<file path="src/dsss_pkg.sv">
// constants and types for the drive safety stop sequencer
//
// Contract
// - Under safe stop ramp, ramp or quick stop keeps quick-ramp braking to standstill.
// - Under safe stop ramp, coast stop engages safe torque-off at once.
// - Under limited speed, ramp or quick stop ends in safe torque-off at standstill.
// - Under limited speed, coast stop engages safe torque-off at once.
// - Under limited speed, braking uses command's ramp while speed limit stays checked.
// - No run within 5 s of torque-off release returns to torque-off, ignoring run.
// - Under speed monitor, ramp or quick stop brakes and switches off at standstill.
// - Speed feedback stays active: switch-off engages safe torque-off at standstill.
// - Speed feedback goes inactive: switch-off removes torque only non-safely.
// - Under speed monitor, coast stop switches off at once; safe only if stays-active.
// - Speed above threshold at switch-off freezes speed monitor state at 0.
// - Speed feedback goes inactive: off suspends monitoring, state 0, resumes on run.
// - Speed feedback stays active: off suspends monitoring under torque-off, windowed restart.
// - Direction stays active: stop ends in torque-off, direction flag stays 1 off.
// - Direction goes inactive: switch-off removes torque non-safely, flag goes 0.
// - Under direction monitor, coast stop switches off; safe only if stays-active.
// - Under direction monitor, braking uses command's ramp while direction stays checked.
// - Direction goes inactive: off suspends monitoring, flag 0, resumes on run.
// - Direction stays active: off suspends monitoring under torque-off, windowed restart.

// ***************************************************************
// package
// ***************************************************************
package dsss_pkg;

	// clock and switch-on window timing
	localparam int unsigned CLK_HZ = 50000000;
	localparam int unsigned SWON_WIN_S = 5;
	localparam int unsigned SWON_WIN_CYC = SWON_WIN_S * CLK_HZ;
	localparam int unsigned WIN_CNT_W = 28;

	// register map
	localparam int unsigned ADDR_W = 4;
	localparam int unsigned DATA_W = 8;
	localparam logic [3:0] CTRL_OFS = 4'h0;
	localparam logic [3:0] STAT_OFS = 4'h4;

	// control register fields
	localparam int unsigned CTRL_SPD_STAYS_BIT = 0;
	localparam int unsigned CTRL_DIR_STAYS_BIT = 1;
	localparam logic [1:0] CTRL_RST = 2'h0;

	// status register fields
	localparam int unsigned STAT_STATE_LSB = 0;
	localparam int unsigned STAT_SEEN_BIT = 3;
	localparam int unsigned STAT_SPD_BIT = 4;
	localparam int unsigned STAT_DIR_BIT = 5;
	localparam int unsigned STAT_FAULT_BIT = 6;

	// sequencer states
	typedef enum logic [2:0] {
		ST_OFF = 3'h0,
		ST_RUN = 3'h1,
		ST_BRAKE = 3'h2,
		ST_TQOFF = 3'h3,
		ST_WIN = 3'h4
	} dsss_state_e;

endpackage : dsss_pkg

</file>
<file path="src/dsss_top.sv">
// stop-command sequencer for a drive with safety functions active
//
// The register offsets and the plain strobed port were left to the implementer.
`timescale 1ns/1ps

module dsss_top #(
	parameter int unsigned WIN_CYCLES = dsss_pkg::SWON_WIN_CYC
) (
	input wire logic CLK,
	input wire logic RST,
	input wire logic RUN_COMMAND,
	input wire logic RAMP_STOP_COMMAND,
	input wire logic COAST_STOP_COMMAND,
	input wire logic QUICK_STOP_COMMAND,
	input wire logic SEL_SAFE_TORQUE_OFF,
	input wire logic SEL_SAFE_STOP_RAMP,
	input wire logic SEL_LIMITED_SPEED_MONITOR,
	input wire logic SEL_DIRECTION_MONITOR,
	input wire logic SPEED_THRESHOLD_MONITOR_EN,
	input wire logic STANDSTILL,
	input wire logic SPEED_OVER_LIMIT,
	input wire logic SPEED_OVER_THRESHOLD,
	input wire logic DIRECTION_WRONG,
	input wire logic [dsss_pkg::ADDR_W-1:0] ADDR,
	input wire logic [dsss_pkg::DATA_W-1:0] WDATA,
	input wire logic WR,
	input wire logic RD,
	output logic [dsss_pkg::DATA_W-1:0] RDATA,
	output logic MOTOR_ON,
	output logic BRAKING,
	output logic RAMP_QUICK,
	output logic SAFE_TORQUE_OFF,
	output logic PULSE_INHIBIT,
	output logic SPEED_MONITOR_STATE,
	output logic SPEED_MONITOR_ACTIVE_FLAG,
	output logic DIRECTION_ACTIVE_FLAG,
	output logic MONITOR_FAULT
);

	// ***************************************************************
	// parameter check
	// ***************************************************************
	// counter width bounds the window; zero would never open it
	// refused at elaboration, before any logic is built around it
	if (WIN_CYCLES < 1 || WIN_CYCLES >= (64'h1 << dsss_pkg::WIN_CNT_W)) begin : g_win_chk
		$error("WIN_CYCLES out of range");
	end

	localparam logic [dsss_pkg::WIN_CNT_W-1:0] WIN_LAST = dsss_pkg::WIN_CNT_W'(WIN_CYCLES - 1);

	// ***************************************************************
	// declarations
	// ***************************************************************
	dsss_pkg::dsss_state_e state_ff;
	dsss_pkg::dsss_state_e nxt_state;
	logic [1:0] ctrl_ff;
	logic run_q_ff;
	logic seen_ff;
	logic [dsss_pkg::WIN_CNT_W-1:0] win_cnt_ff;
	logic nxt_quick;
	logic nxt_spd;
	logic nxt_spd_act;
	logic nxt_dir;
	logic nxt_fault;
	logic run_rise;
	logic spd_stays;
	logic dir_stays;
	logic safe_off;
	logic cur_on;
	logic nxt_on;
	logic stop_any;
	logic win_done;
	logic [dsss_pkg::DATA_W-1:0] stat_word;

	assign spd_stays = ctrl_ff[dsss_pkg::CTRL_SPD_STAYS_BIT];
	assign dir_stays = ctrl_ff[dsss_pkg::CTRL_DIR_STAYS_BIT];
	assign run_rise = RUN_COMMAND & ~run_q_ff;
	assign stop_any = RAMP_STOP_COMMAND | QUICK_STOP_COMMAND | COAST_STOP_COMMAND;
	assign cur_on = (state_ff == dsss_pkg::ST_RUN) || (state_ff == dsss_pkg::ST_BRAKE);
	assign nxt_on = (nxt_state == dsss_pkg::ST_RUN) || (nxt_state == dsss_pkg::ST_BRAKE);
	assign win_done = (win_cnt_ff == WIN_LAST);

	// switch-off goes safe whenever an active function demands it
	assign safe_off = SEL_SAFE_STOP_RAMP | SEL_LIMITED_SPEED_MONITOR |
		(SPEED_THRESHOLD_MONITOR_EN & spd_stays) |
		(SEL_DIRECTION_MONITOR & dir_stays);

	// ***************************************************************
	// register port
	// ***************************************************************
	// control word: feedback behaviour of the two monitors
	always_ff @(posedge CLK) begin
		if (RST) begin
			ctrl_ff <= dsss_pkg::CTRL_RST;
		end else if (WR && ADDR == dsss_pkg::CTRL_OFS) begin
			ctrl_ff <= WDATA[1:0];
		end
	end

	always_comb begin
		stat_word = '0;
		stat_word[dsss_pkg::STAT_STATE_LSB +: 3] = state_ff;
		stat_word[dsss_pkg::STAT_SEEN_BIT] = seen_ff;
		stat_word[dsss_pkg::STAT_SPD_BIT] = SPEED_MONITOR_STATE;
		stat_word[dsss_pkg::STAT_DIR_BIT] = DIRECTION_ACTIVE_FLAG;
		stat_word[dsss_pkg::STAT_FAULT_BIT] = MONITOR_FAULT;
	end

	// read data stand one cycle only; unmapped reads give zero
	always_ff @(posedge CLK) begin
		if (RST) begin
			RDATA <= '0;
		end else if (RD && ADDR == dsss_pkg::CTRL_OFS) begin
			RDATA <= {6'h00, ctrl_ff};
		end else if (RD && ADDR == dsss_pkg::STAT_OFS) begin
			RDATA <= stat_word;
		end else begin
			RDATA <= '0;
		end
	end

	// ***************************************************************
	// sequencer
	// ***************************************************************
	// run edge: a level left high never counts as a fresh switch-on
	always_ff @(posedge CLK) begin
		if (RST) begin
			run_q_ff <= 1'b1;
		end else begin
			run_q_ff <= RUN_COMMAND;
		end
	end

	// torque-off must be seen selected before its release opens the window
	always_ff @(posedge CLK) begin
		if (RST) begin
			seen_ff <= 1'b0;
		end else if (state_ff == dsss_pkg::ST_TQOFF) begin
			seen_ff <= seen_ff | SEL_SAFE_TORQUE_OFF;
		end else begin
			seen_ff <= 1'b0;
		end
	end

	// switch-on window counter, runs only while the window is open
	always_ff @(posedge CLK) begin
		if (RST) begin
			win_cnt_ff <= '0;
		end else if (state_ff == dsss_pkg::ST_WIN && !win_done) begin
			win_cnt_ff <= win_cnt_ff + 1'b1;
		end else begin
			win_cnt_ff <= '0;
		end
	end

	// next state
	always_comb begin
		nxt_state = state_ff;
		unique case (state_ff)
			dsss_pkg::ST_OFF: begin
				if (SEL_SAFE_TORQUE_OFF) begin
					nxt_state = dsss_pkg::ST_TQOFF;
				end else if (run_rise && !stop_any && !SEL_SAFE_STOP_RAMP) begin
					nxt_state = dsss_pkg::ST_RUN;
				end
			end
			dsss_pkg::ST_RUN: begin
				if (SEL_SAFE_TORQUE_OFF) begin
					nxt_state = dsss_pkg::ST_TQOFF;
				end else if (COAST_STOP_COMMAND) begin
					nxt_state = safe_off ? dsss_pkg::ST_TQOFF : dsss_pkg::ST_OFF;
				end else if (SEL_SAFE_STOP_RAMP || RAMP_STOP_COMMAND || QUICK_STOP_COMMAND || !RUN_COMMAND) begin
					nxt_state = dsss_pkg::ST_BRAKE;
				end
			end
			dsss_pkg::ST_BRAKE: begin
				// a stop already under way finishes; only coast or a torque-off select cuts it short
				if (SEL_SAFE_TORQUE_OFF) begin
					nxt_state = dsss_pkg::ST_TQOFF;
				end else if (COAST_STOP_COMMAND) begin
					nxt_state = safe_off ? dsss_pkg::ST_TQOFF : dsss_pkg::ST_OFF;
				end else if (STANDSTILL) begin
					nxt_state = safe_off ? dsss_pkg::ST_TQOFF : dsss_pkg::ST_OFF;
				end
			end
			dsss_pkg::ST_TQOFF: begin
				// run is ignored here; leave by select-release or full deselect
				if (seen_ff && !SEL_SAFE_TORQUE_OFF) begin
					nxt_state = dsss_pkg::ST_WIN;
				end else if (!SEL_SAFE_TORQUE_OFF && !SEL_SAFE_STOP_RAMP && !SEL_LIMITED_SPEED_MONITOR &&
					!SEL_DIRECTION_MONITOR && !SPEED_THRESHOLD_MONITOR_EN && !stop_any && !RUN_COMMAND) begin
					nxt_state = dsss_pkg::ST_OFF;
				end
			end
			dsss_pkg::ST_WIN: begin
				if (SEL_SAFE_TORQUE_OFF) begin
					nxt_state = dsss_pkg::ST_TQOFF;
				end else if (run_rise && !stop_any) begin
					nxt_state = dsss_pkg::ST_RUN;
				end else if (win_done) begin
					nxt_state = dsss_pkg::ST_TQOFF;
				end
			end
			default: begin
				nxt_state = dsss_pkg::ST_TQOFF;
			end
		endcase
	end

	always_ff @(posedge CLK) begin
		if (RST) begin
			state_ff <= dsss_pkg::ST_TQOFF;
		end else begin
			state_ff <= nxt_state;
		end
	end

	// ***************************************************************
	// outputs
	// ***************************************************************
	// ramp choice is latched on entry; safe stop ramp forces quick ramp
	always_comb begin
		nxt_quick = 1'b0;
		if (nxt_state == dsss_pkg::ST_BRAKE) begin
			if (state_ff == dsss_pkg::ST_BRAKE)
				nxt_quick = RAMP_QUICK | SEL_SAFE_STOP_RAMP;
			else
				nxt_quick = QUICK_STOP_COMMAND | SEL_SAFE_STOP_RAMP;
		end
	end

	// speed monitor status: live while on, frozen or cleared while off
	always_comb begin
		if (nxt_on) begin
			nxt_spd = SPEED_THRESHOLD_MONITOR_EN & ~SPEED_OVER_THRESHOLD;
		end else if (!spd_stays) begin
			nxt_spd = 1'b0;
		end else if (cur_on) begin
			nxt_spd = SPEED_THRESHOLD_MONITOR_EN & ~SPEED_OVER_THRESHOLD;
		end else begin
			nxt_spd = SPEED_MONITOR_STATE;
		end
		nxt_spd_act = SPEED_THRESHOLD_MONITOR_EN & (nxt_on | spd_stays);
	end

	// direction flag: held at 1 off only with stays-active feedback
	always_comb begin
		if (nxt_on) begin
			nxt_dir = SEL_DIRECTION_MONITOR;
		end else if (!dir_stays) begin
			nxt_dir = 1'b0;
		end else if (cur_on) begin
			nxt_dir = SEL_DIRECTION_MONITOR;
		end else begin
			nxt_dir = DIRECTION_ACTIVE_FLAG & SEL_DIRECTION_MONITOR;
		end
	end

	// limit and direction keep being checked while braking
	assign nxt_fault = nxt_on & ((SEL_LIMITED_SPEED_MONITOR & SPEED_OVER_LIMIT) |
		(SEL_DIRECTION_MONITOR & DIRECTION_WRONG));

	always_ff @(posedge CLK) begin
		if (RST) begin
			MOTOR_ON <= 1'b0;
			BRAKING <= 1'b0;
			RAMP_QUICK <= 1'b0;
			SAFE_TORQUE_OFF <= 1'b1;
			PULSE_INHIBIT <= 1'b0;
		end else begin
			MOTOR_ON <= nxt_on;
			BRAKING <= nxt_state == dsss_pkg::ST_BRAKE;
			RAMP_QUICK <= nxt_quick;
			SAFE_TORQUE_OFF <= nxt_state == dsss_pkg::ST_TQOFF;
			PULSE_INHIBIT <= nxt_state == dsss_pkg::ST_OFF || nxt_state == dsss_pkg::ST_WIN;
		end
	end

	always_ff @(posedge CLK) begin
		if (RST) begin
			SPEED_MONITOR_STATE <= 1'b0;
			SPEED_MONITOR_ACTIVE_FLAG <= 1'b0;
			DIRECTION_ACTIVE_FLAG <= 1'b0;
			MONITOR_FAULT <= 1'b0;
		end else begin
			SPEED_MONITOR_STATE <= nxt_spd;
			SPEED_MONITOR_ACTIVE_FLAG <= nxt_spd_act;
			DIRECTION_ACTIVE_FLAG <= nxt_dir;
			MONITOR_FAULT <= nxt_fault;
		end
	end
endmodule : dsss_top

</file>
<file path="config.mk">
export PLATFORM = sky130hd
export DESIGN_NAME = dsss_top
export DESIGN_NICKNAME = d
export VERILOG_FILES = /design/src/dsss_pkg.sv /design/src/dsss_top.sv
export SDC_FILE = /design/constraint.sdc
export NUM_CORES = 1
export LEC_CHECK = 0
export BUFFER_PORTS_ARGS = -buffer_cell sky130_fd_sc_hd__buf_2
export CAP_MARGIN = 5
export CORE_AREA = 8 8 93 95
export DETAILED_ROUTE_END_ITERATION = 8
export DIE_AREA = 0 0 101 103
export PLACE_DENSITY = 0.61
export SLEW_MARGIN = 20
export SYNTH_ARGS = -nofsm -noshare
export SYNTH_HDL_FRONTEND = slang
export SYNTH_SLANG_ARGS = --single-unit
</file>
<file path="constraint.sdc">
create_clock -name CLK -period 2.3 [get_ports CLK]
set_input_delay 0.23 -clock CLK [delete_from_list [all_inputs] [get_ports CLK]]
set_output_delay 0.23 -clock CLK [all_outputs]
set_load 0.05 [all_outputs]
</file>
==> impl_metrics.csv, run 1 <==
group,metric,value,unit
critical_path,worstPathRequired,2.50,ns
critical_path,timing_worst_setup_path_type,"reg2reg",
yosys,synth_seq_area_share,44.3,%
final_layout,num_antenna_cells,0,
timing,worst_clock_skew,0.00522,ns
final_layout,fillerInstances,763,
timing,final_hold_viol_count,0,
final_layout,layout-drive-gt1-share,20.8,%
floorplanning,placement_rows,31,
drt,viasPerCell,4.58,
final_layout,layout.cell_area.non_filler,2790,um^2
yosys,postSynthCellCount,261,
floorplanning,die_x,101,um
final_layout,ff_latch_area,1020,um^2
place,globalplace.congestion,0.841,
outcome,outcome,"completed",
critical_path,cp-start-kind,"register",
grt,initial_antenna_violation_count,0,
power,power.share.combinational,35.4,%
place,dp.final_hpwl,3740,um
yosys,synth.yosys.warnings,0,
critical_path,cp_max_fo,6,
clock_tree,cts_tree,"yes",
yosys,synth-edff-count,0,
yosys,postSynth.asyncResetShare,0,%
critical_path,cp.arrival,2.26,ns
clock_tree,clock-sinks,51,
yosys,ys_dominant_reg_cell,"dfxtp_1",
timing,setup_violations,0,
timing,layout_worst_path_cycle_share,89.2,%
yosys,yosysUniqueCellTypes,52,
floorplanning,fp.dieH,103,um
power,power_after_layout,2.74,mW
yosys,syn_area,2300,um^2
final_layout,area_growth,21.2,%
power,internal_power,1.81,mW
critical_path,critical_path.endpoint_type,"register",
place,numPlacedInstances,399,
drt,ant_nets,0,
min_path,hold_path.class,"in2reg",
timing,totalNegativeSetupSlack,0,ns
floorplanning,top_level_ports,46,
power,static-leakage-power,1.09,nW
power,clock_power_share,26.3,%
floorplanning,fp.dieArea,10400,um^2
floorplanning,core,7140,um^2
drt,wire_per_inst,11.9,um
timing,grt_setup_unrepaired,"no",
drt,drt_pre_antenna_iters,4,
yosys,syn_area_per_cell,8.83,um^2
drt,route.detailed.drc,0,
critical_path,worst_r2r_path_depth,7,
clock_tree,worstSkewPairLatency,0.30,ns
final_layout,post_layout_nonfiller_instances,407,
clock_tree,cts-buffers-inserted,5,
yosys,syn-num-nets,291,
place,place_area,2660,um^2
grt,grt_pass1_wl,8420,um
timing,max_freq,0.487,GHz
power,netSwitchingFraction,33.9,%
drt,route.final.wire_length,4850,um
power,switchingPower,0.929,mW
drt,drt-initial-drc-count,134,
timing,timing.final.max_slew_violations,0,
clock_tree,cts_hold_buf,0,
timing,layout_min_cycle_time,2.05,ns
power,pwr_density_cell,980,nW/um^2
grt,grt_remaining_overflow,0,
critical_path,rrSetupSlack,0.25,ns
power,vdd.ir_drop.worst,0.450,mV
min_path,holdPathStages,3,
yosys,ys_seq_elements,51,
grt,via_count_of_the_first_global_routing_pass,1874,
floorplanning,starting_utilization_of_the_core_area,32.3,%
power,proportion_of_power_drawn_by_flip_flops_and_latches,38.3,%
grt,grt_use_total,9.95,%
final_layout,multi_input_area,1190,um^2
final_layout,design.final.nets,337,
clock_tree,cts.root.buffer_cell,"clkbuf_8",
clock_tree,path_clk_slew,0.09,ns
grt,grt_start_max_net_pins,29,
clock_tree,clock_path_buffers,2,
clock_tree,cts.htree.levels,2,
clock_tree,cts.repair_timing.setup_buffer_count,0,
place,port_buffers,38,
drt,via_count,1865,
run,max_cap_viol_count,0,
cell type report:
cell class,instances,share of cell area [%]
tap,99,4.43
inverter,10,1.34
clock buffer,6,2.60
multi-input combinational,190,42.7
sequential,51,36.6
timing repair buffer,49,10.2
clock inverter,2,2.15
worst paths after layout:
path	start	end
worst min register to register	win_cnt_ff[0]	win_cnt_ff[0]
worst max register to register	state_ff[1]	SPEED_MONITOR_STATE
worst max-delay path	state_ff[1]	SPEED_MONITOR_STATE
worst min-delay path	WDATA[1]	ctrl_ff[1]
flip-flops by register name (all words and copies together), names as in the netlist, 2 cells and up:
| signal | flops |
|---|---|
| RDATA | 7 |
| ctrl_ff | 2 |
| state_ff | 3 |
| win_cnt_ff | 28 |
critical path, cell delays in order (launching register included):
cell,delay [ns]
dfxtp_1,0.44
or4b_1,0.49
a311oi_1,0.30
buf_4,0.17
a2111oi_4,0.04
xnor2_2,0.26
a211oi_2,0.10
a21o_1,0.15
power by group through the flow:
| stage | Clock (mW) | Combinational [mW] | Sequential [mW] |
|---|---|---|---|
| after floorplan | 0 | 0.531 | 1.25 |
| after global placement | 0 | 0.967 | 1.07 |
| after detailed placement | 0 | 0.970 | 1.06 |
| after CTS | 0.741 | 0.972 | 1.04 |
| after global routing | 0.780 | 1.05 | 1.07 |
| final | 0.721 | 0.968 | 1.05 |
routing by layer:
metal  share of wire, %  track usage, %  up-vias
met5                  0               0        -
met4                2.3            4.93        0
met3                2.9            2.23        8
met2                 49            16.3       24
met1                 46            12.0      844
li1                   -               -      989
cells by family after synthesis:
kind of cell,count (synthesis),synth area share [%]
AOI/OAI and AO/OA,23,8.42
adders and majority gates,1,0.543
xor gates and xnor gates,28,11.0
muxes,5,2.23
DFF,51,44.3
buffers and inverters,20,3.96
other,1,0.163
and+or+nand+nor,132,29.4
stage by stage:
step	setup WS, ns	hold WS, ns	utilization [%]
finish	0.248	0.168	39.1
global route	0.101	0.178	39.1
CTS	0.178	0.165	39.1
detailed placement	0.203	0.445	37.3
global placement	0.176	0.436	37.3
floorplan	0.262	0.309	-
synthesized netlist by cell type, types with 2 or more instances:
cell	count	area [um^2]
nand3_1	13	65.1
and2_1	8	50.1
or4b_1	2	20.0
dfxtp_1	51	1020
mux2i_1	4	40.0
inv_1	10	37.5
nand2_1	11	41.3
buf_4	2	15.0
nor3_1	9	45.0
a21oi_1	2	10.0
and3_1	11	68.8
clkbuf_1	4	15.0
nand4_1	8	50.1
xnor2_1	15	131
nor4_1	3	18.8
xor2_1	12	105
a21o_1	2	15.0
a311oi_1	2	17.5
buf_1	2	7.51
nand2b_1	5	31.3
o21ai_0	3	15.0
nor2_1	50	188
nand3b_1	3	22.5
repair_timing:
item	CTS	global route
resized for setup	0	1
endpoints found under the setup margin	0	2
endpoints found under the hold margin	0	0
placed cells by master, fill, tap and decap left out, types with 3 or more instances in the layout:
master,synthesis,layout
clkbuf_8,0,5
dfxtp_1,51,50
xor2_1,12,12
nor2_1,50,50
mux2i_1,4,4
nor3_1,9,9
nand2_1,11,11
nand3b_1,3,3
buf_4,2,10
and3_1,11,11
nand4_1,8,8
o21ai_0,3,3
inv_1,10,10
nand2b_1,5,5
and2_1,8,8
nand3_1,13,13
xnor2_1,15,15
nor4_1,3,3
buf_2,1,38
No activity file was read; power rests on OpenSTA's default activity.
==> run 2: changes to the inputs <==
--- a/config.mk
+++ b/config.mk
@@ -5,12 +5,13 @@
 export SDC_FILE = /design/constraint.sdc
 export NUM_CORES = 1
 export LEC_CHECK = 0
+export ABC_AREA = 1
 export BUFFER_PORTS_ARGS = -buffer_cell sky130_fd_sc_hd__buf_2
 export CAP_MARGIN = 5
-export CORE_AREA = 8 8 93 95
+export CORE_AREA = 8 8 98 100
 export DETAILED_ROUTE_END_ITERATION = 8
-export DIE_AREA = 0 0 101 103
-export PLACE_DENSITY = 0.61
+export DIE_AREA = 0 0 106 108
+export PLACE_DENSITY = 0.6
 export SLEW_MARGIN = 20
 export SYNTH_ARGS = -nofsm -noshare
 export SYNTH_HDL_FRONTEND = slang
==> run 2 against run 1 <==
- design area rose by 6.5%
- non-clock buffer count fell by 9
- largest power group unchanged
- power fell by 34%
- critical endpoint is now DIRECTION_ACTIVE_FLAG
- die area rose by 10%
- core utilization fell by 2.2 points
- clock power fell by 23%
- clock-buffer cell count did not move
- area after synthesis rose by 11%
- via count rose by 25%
- worst hold slack barely moved
- sequential share of layout area fell by 2.3 points
==> impl_metrics.csv, run 2 <==
group,metric,value,unit
outcome,outcome,"completed",
timing,timing.final.max_slew_violations,0,
final_layout,num_antenna_cells,0,
drt,via_count,2329,
floorplanning,fp.dieH,108,um
yosys,postSynthCellCount,352,
clock_tree,worstSkewPairLatency,0.31,ns
critical_path,cp_max_fo,5,
final_layout,largest_registers,"win_cnt_ff x28, RDATA x7, state_ff x3",
place,dp.final_hpwl,4550,um
critical_path,critPathMaxStageDelay,0.38,ns
drt,ant_nets,0,
min_path,hold_path.class,"in2reg",
floorplanning,placement_rows,33,
critical_path,critical_path.endpoint_type,"register",
final_layout,layout_common_cells,"68 x nand2_1, 59 x nor2_1, 51 x dfxtp_1, 47 x inv_1, 38 x buf_2",
clock_tree,path_clk_slew,0.10,ns
drt,drt_pre_antenna_iters,4,
power,netSwitchingFraction,31.0,%
clock_tree,clock_path_buffers,2,
clock_tree,cts_tree,"yes",
final_layout,post_layout_nonfiller_instances,500,
yosys,syn_area,2560,um^2
yosys,syn-num-nets,382,
floorplanning,die_x,106,um
yosys,ys_seq_elements,51,
floorplanning,starting_utilization_of_the_core_area,31.9,%
grt,grt_remaining_overflow,0,
power,power.share.combinational,17.7,%
clock_tree,cts.repair_timing.setup_buffer_count,0,
yosys,yosysUniqueCellTypes,43,
final_layout,flip_flop_count_of_the_largest_register_after_layout,28,
place,globalplace.congestion,0.876,
drt,viasPerCell,4.66,
timing,layout_worst_path_cycle_share,85.5,%
critical_path,worstPathRequired,2.51,ns
yosys,post-synth-top-count-cell,"nand2_1",
power,proportion_of_power_drawn_by_flip_flops_and_latches,51.8,%
yosys,synth_top_cells_by_area,"dfxtp_1 40%, nand2_1 10%, nor2_1 8.6%, inv_1 6.9%, nand3_1 4.9%",
timing,max_freq,0.509,GHz
clock_tree,ctsResizeCount,0,
timing,worst_clock_skew,0.0155,ns
final_layout,layout-drive-gt1-share,18.5,%
drt,drt-initial-drc-count,110,
clock_tree,cts-buffers-inserted,5,
timing,totalNegativeSetupSlack,0,ns
critical_path,cp-start-kind,"register",
power,vdd.ir_drop.worst,0.351,mV
yosys,synth.yosys.warnings,0,
power,switchingPower,0.562,mW
yosys,ys_dominant_reg_cell,"dfxtp_1",
grt,grt_pass1_wl,9850,um
final_layout,layout.cells.most_common,"nand2_1",
yosys,synth_top_area_cell,"dfxtp_1",
critical_path,cp.arrival,2.18,ns
drt,route.detailed.drc,0,
yosys,postSynth.asyncResetShare,0,%
power,pwr_density_cell,608,nW/um^2
yosys,syn_area_per_cell,7.29,um^2
grt,grt_start_max_net_pins,29,
floorplanning,top_level_ports,46,
critical_path,cpMostUsedCell,"nand2_1",
critical_path,critical_path.slowest_cell,"dfxtp_1",
clock_tree,clock-sinks,51,
drt,wire_per_inst,11.8,um
final_layout,design.final.nets,424,
final_layout,area_growth,16.0,%
place,numPlacedInstances,492,
grt,grt_use_total,10.4,%
clock_tree,cts.htree.levels,2,
run,max_cap_viol_count,0,
critical_path,cell_by_cell_trace_of_the_critical_path,"ha_1, nand3_4, inv_1, nand3_1, nor2_1, nand2_1, nand2_1, nand2_1, nand2_1, nand2_1, nand2_1, nand2_1, nand3_1, inv_1",
power,clock_power_share,30.5,%
critical_path,timing_worst_setup_path_type,"reg2reg",
yosys,share_of_the_synthesized_area_in_the_top_cell_type,39.8,%
drt,route.final.wire_length,5900,um
timing,final_hold_viol_count,0,
floorplanning,core,8050,um^2
floorplanning,fp.dieArea,11400,um^2
final_layout,max_flop_register,"win_cnt_ff",
grt,initial_antenna_violation_count,0,
timing,grt_setup_unrepaired,"no",
yosys,synth-edff-count,0,
yosys,synth_common_cells,"68 x nand2_1, 59 x nor2_1, 51 x dfxtp_1",
grt,via_count_of_the_first_global_routing_pass,2204,
timing,setup_violations,0,
clock_tree,cts.root.buffer_cell,"clkbuf_8",
power,static-leakage-power,1.26,nW
yosys,synth_seq_area_share,39.8,%
final_layout,finalCoreUtilization,37.0,%
place,port_buffers,38,
clock_tree,cts_hold_buf,0,
timing,layout_min_cycle_time,1.97,ns
power,internal_power,1.25,mW
==> run 2: changes by cell type after synthesis, sizes merged, moves of 5 or more <==
cell	delta
inv	+38
xor2	-7
nor2	+16
and3	-9
nand2b	-5
nand2	+60
and2	-9
a21oi	+12
nand3	+17
xnor2	-13
==> run 2: power groups by stage <==
stage               registers [mW]  logic [mW]  clock network (mW)
floorplan                     1.04       0.143                   0
detailed placement           0.957       0.319                   0
finish                       0.936       0.320               0.552
global placement             0.956       0.318                   0
global route                 0.941       0.352               0.610
CTS                          0.937       0.320               0.574
==> run 2: kinds of logic (layout without fill, tap and decap cells) <==
logic type | after synthesis | after routing | share of synthesized area [%]
other cells | 1 | 1 | 0.146
buf+inv | 54 | 97 | 8.15
fa+ha+maj | 1 | 1 | 0.488
xor+xnor | 8 | 8 | 3.02
simple gates | 201 | 201 | 39.6
compound gates | 36 | 36 | 8.83
flops | 51 | 51 | 39.8
==> run 2: layout make-up <==
class                           count  area (um^2)
Clock buffer                        6         82.6
Clock inverter                      2         16.3
Fill cell                         884         5080
Inverter                           49          184
Multi-Input combinational cell    247         1340
Sequential cell                    51         1020
Tap cell                          105          131
Timing Repair Buffer               40          205
==> run 2: routing by layer <==
layer,share of wire (%),wire (um),global-route usage (%)
met5,0,0,0
met4,1.0,59,4.72
met3,3.6,214,1.96
met2,47,2790,16.8
met1,48,2840,13.2
==> run 2: path summary, 6_finish.rpt <==
kind,cells after the start,slack [ns],startpoint,end
worst max-delay path,14,0.33,win_cnt_ff[0],DIRECTION_ACTIVE_FLAG
worst min-delay path,4,0.17,SPEED_OVER_THRESHOLD,SPEED_MONITOR_STATE
worst max register to register,14,0.33,win_cnt_ff[0],DIRECTION_ACTIVE_FLAG
worst min register to register,2,0.43,MONITOR_FAULT,RDATA[6]
==> run 2: metrics by stage <==
stage,hold slack (ns),total power [mW],worst slack (ns),cell area (um^2)
after floorplan,0.337,1.18,0.543,2560
after global placement,0.411,1.27,0.369,2880
after detailed placement,0.419,1.28,0.331,2880
after CTS,0.160,1.83,0.322,2980
after global routing,0.165,1.90,0.112,2980
final,0.169,1.81,0.334,2980
==> run 2: worst max-delay path, delay by kind of cell, from the launching register on <==
family,cells,cell delay [ns]
adder cells (fa/ha/maj),1,0.25
buffers and inverters,2,0.11
AND/OR/NAND/NOR,11,1.15
flip-flops,1,0.38
==> run 3: changes to the inputs <==
--- a/config.mk
+++ b/config.mk
@@ -8,10 +8,12 @@
 export ABC_AREA = 1
 export BUFFER_PORTS_ARGS = -buffer_cell sky130_fd_sc_hd__buf_2
 export CAP_MARGIN = 5
-export CORE_AREA = 8 8 98 100
+export CELL_PAD_IN_SITES_DETAIL_PLACEMENT = 1
+export CELL_PAD_IN_SITES_GLOBAL_PLACEMENT = 2
+export CORE_AREA = 8 8 100 102
 export DETAILED_ROUTE_END_ITERATION = 8
-export DIE_AREA = 0 0 106 108
-export PLACE_DENSITY = 0.6
+export DIE_AREA = 0 0 108 110
+export PLACE_DENSITY = 0.84
 export SLEW_MARGIN = 20
 export SYNTH_ARGS = -nofsm -noshare
 export SYNTH_HDL_FRONTEND = slang
==> run 3 against run 2 <==
- global-route usage is 1.3 points higher
- combinational power is 1% higher
- core utilization decreased by 1.5 points
- clock-buffer cell count down 1
- worst hold slack hardly changed
- non-clock buffer count is 3 higher
- sequential power barely moved
- die area grew 3.8%
- worst setup slack lost 0.011 ns
- clock skew is 0.0031 ns lower
- critical path type unchanged
- largest power group unchanged
==> impl_metrics.csv, run 3 (synthesis results as in run 2) <==
group,metric,value,unit
drt,route.top_layer_used,"met4",
timing,layout_min_cycle_time,1.98,ns
critical_path,worst_r2r_path_depth,14,
place,numPlacedInstances,498,
place,globalplace.congestion,0.791,
min_path,holdPathStages,4,
drt,met2RoutedLength,3220,um
drt,m1WireLength,3060,um
grt,grt_start_max_net_pins,29,
final_layout,ff_latch_area,1020,um^2
clock_tree,clock_path_buffers,2,
floorplanning,core,8470,um^2
final_layout,max_flop_register,"win_cnt_ff",
drt,route.detailed.drc,0,
timing,grt_setup_unrepaired,"no",
grt,initial_antenna_violation_count,0,
floorplanning,fp.dieH,110,um
critical_path,cp.arrival,2.20,ns
timing,worst_clock_skew,0.0124,ns
grt,grt_pass1_wl,11400,um
power,netSwitchingFraction,32.8,%
floorplanning,placement_rows,34,
grt,grt_remaining_overflow,0,
final_layout,num_antenna_cells,0,
clock_tree,cts.htree.levels,2,
timing,timing.final.max_slew_violations,0,
drt,drt-initial-drc-count,17,
min_path,hold_path.class,"in2reg",
floorplanning,fp.dieArea,11900,um^2
critical_path,regToRegStartpoint,"win_cnt_ff[0]",
drt,wire_per_inst,12.9,um
min_path,worstHoldEndpoint,"SPEED_MONITOR_STATE",
place,dp.final_hpwl,5200,um
drt,drt_pre_antenna_iters,4,
grt,grt_use_total,11.7,%
final_layout,layout.cells.most_common,"nand2_1",
final_layout,layout-drive-gt1-share,19.1,%
power,static-leakage-power,1.27,nW
timing,totalNegativeSetupSlack,0,ns
power,internal_power,1.23,mW
drt,route.final.wire_length,6510,um
floorplanning,starting_utilization_of_the_core_area,30.3,%
drt,viasPerCell,4.64,
power,pwr_density_cell,609,nW/um^2
power,switchingPower,0.600,mW
power,clock_power_share,31.0,%
clock_tree,clock-sinks,51,
floorplanning,die_x,108,um
clock_tree,cts-buffers-inserted,5,
final_layout,layout_common_cells,"68 x nand2_1, 59 x nor2_1, 51 x dfxtp_1, 47 x inv_1, 38 x buf_2",
critical_path,rrSetupSlack,0.32,ns
timing,max_freq,0.506,GHz
drt,dr_wl_met3,186,um
final_layout,largest_registers,"win_cnt_ff x28, RDATA x7, state_ff x3",
floorplanning,top_level_ports,46,
clock_tree,ctsResizeCount,0,
final_layout,fillerInstances,1088,
run,max_cap_viol_count,0,
clock_tree,cts.repair_timing.setup_buffer_count,0,
critical_path,critical_path.endpoint_type,"register",
clock_tree,cts_tree,"yes",
clock_tree,cts.root.buffer_cell,"clkbuf_8",
outcome,outcome,"completed",
final_layout,flip_flop_count_of_the_largest_register_after_layout,28,
clock_tree,worstSkewPairLatency,0.31,ns
drt,ant_nets,0,
place,port_buffers,38,
clock_tree,path_clk_slew,0.11,ns
power,vdd.ir_drop.worst,0.254,mV
timing,layout_worst_path_cycle_share,86.0,%
grt,via_count_of_the_first_global_routing_pass,2557,
final_layout,post_layout_nonfiller_instances,506,
power,proportion_of_power_drawn_by_flip_flops_and_latches,51.3,%
final_layout,area_growth,16.9,%
final_layout,design.final.nets,427,
timing,setup_violations,0,
min_path,worstHoldStart,"SPEED_OVER_THRESHOLD",
drt,via_count,2350,
power,power.share.combinational,17.7,%
timing,final_hold_viol_count,0,
critical_path,timing_worst_setup_path_type,"reg2reg",
critical_path,worstPathRequired,2.52,ns
critical_path,cp-start-kind,"register",
final_layout,multi_input_area,1340,um^2
critical_path,reg2reg_to,"DIRECTION_ACTIVE_FLAG",
clock_tree,cts_hold_buf,0,
critical_path,cp_max_fo,5,
[run 3: changes by cell type in the layout (fill, tap and decap cells not counted), sizes merged]
cell,delta
buf,+3
clkbuf,-1
clkinv,-1
inv,+2
[run 3: critical path, cell delays in order (launching register included)]
cell	delay, ns
dfxtp_1	0.39
ha_1	0.25
nand3_4	0.13
inv_1	0.07
nand3_1	0.06
nor2_1	0.11
nand2_1	0.12
nand2_1	0.09
nand2_1	0.05
nand2_1	0.16
nand2_1	0.10
nand2_1	0.16
nand2_1	0.07
nand3_1	0.07
inv_1	0.04
[run 3: through the flow]
| stage | hold WS, ns | power [mW] | cell area, um^2 | util [%] | setup WS, ns |
|---|---|---|---|---|---|
| after floorplan | 0.337 | 1.18 | 2560 | - | 0.543 |
| after global placement | 0.410 | 1.28 | 2900 | 34.3 | 0.350 |
| after detailed placement | 0.418 | 1.29 | 2900 | 34.3 | 0.305 |
| after CTS | 0.155 | 1.86 | 3000 | 35.4 | 0.283 |
| after global routing | 0.150 | 1.94 | 3000 | 35.4 | 0.0461 |
| final | 0.168 | 1.83 | 3000 | 35.4 | 0.323 |
[run 3: how the worst max path moves through the flow]
| stage | startpoint | to | slack, ns | depth (start not counted) |
|---|---|---|---|---|
| global route | win_cnt_ff[0] | DIRECTION_ACTIVE_FLAG | 0.05 | 14 |
| detailed placement | win_cnt_ff[0] | DIRECTION_ACTIVE_FLAG | 0.30 | 14 |
| global placement | win_cnt_ff[0] | DIRECTION_ACTIVE_FLAG | 0.35 | 14 |
| CTS | win_cnt_ff[0] | DIRECTION_ACTIVE_FLAG | 0.28 | 14 |
| floorplan | win_cnt_ff[0] | win_cnt_ff[26] | 0.54 | 11 |
| finish | win_cnt_ff[0] | DIRECTION_ACTIVE_FLAG | 0.32 | 14 |
[run 3: final cells by class]
class,instances,area share (%)
multi-input combinational,247,44.5
sequential,51,34.0
timing repair buffer,43,7.59
inverter,49,6.13
tap,108,4.51
clock buffer,5,2.29
clock inverter,3,0.918
[run 3: layer usage]
metal / global-route usage, % / vias to the layer above
met5: 0 / -
met4: 2.68 / 0
met3: 2.79 / 4
met2: 21.0 / 31
met1: 13.7 / 1087
li1: - / 1228
[run 3: power groups by stage]
stage | Sequential, mW | Combinational, mW | Clock (mW)
3_3_place_gp | 0.958 | 0.325 | 0
5_1_grt | 0.943 | 0.360 | 0.633
6_report | 0.937 | 0.324 | 0.566
2_1_floorplan | 1.04 | 0.143 | 0
4_1_cts | 0.938 | 0.331 | 0.593
3_5_place_dp | 0.958 | 0.329 | 0
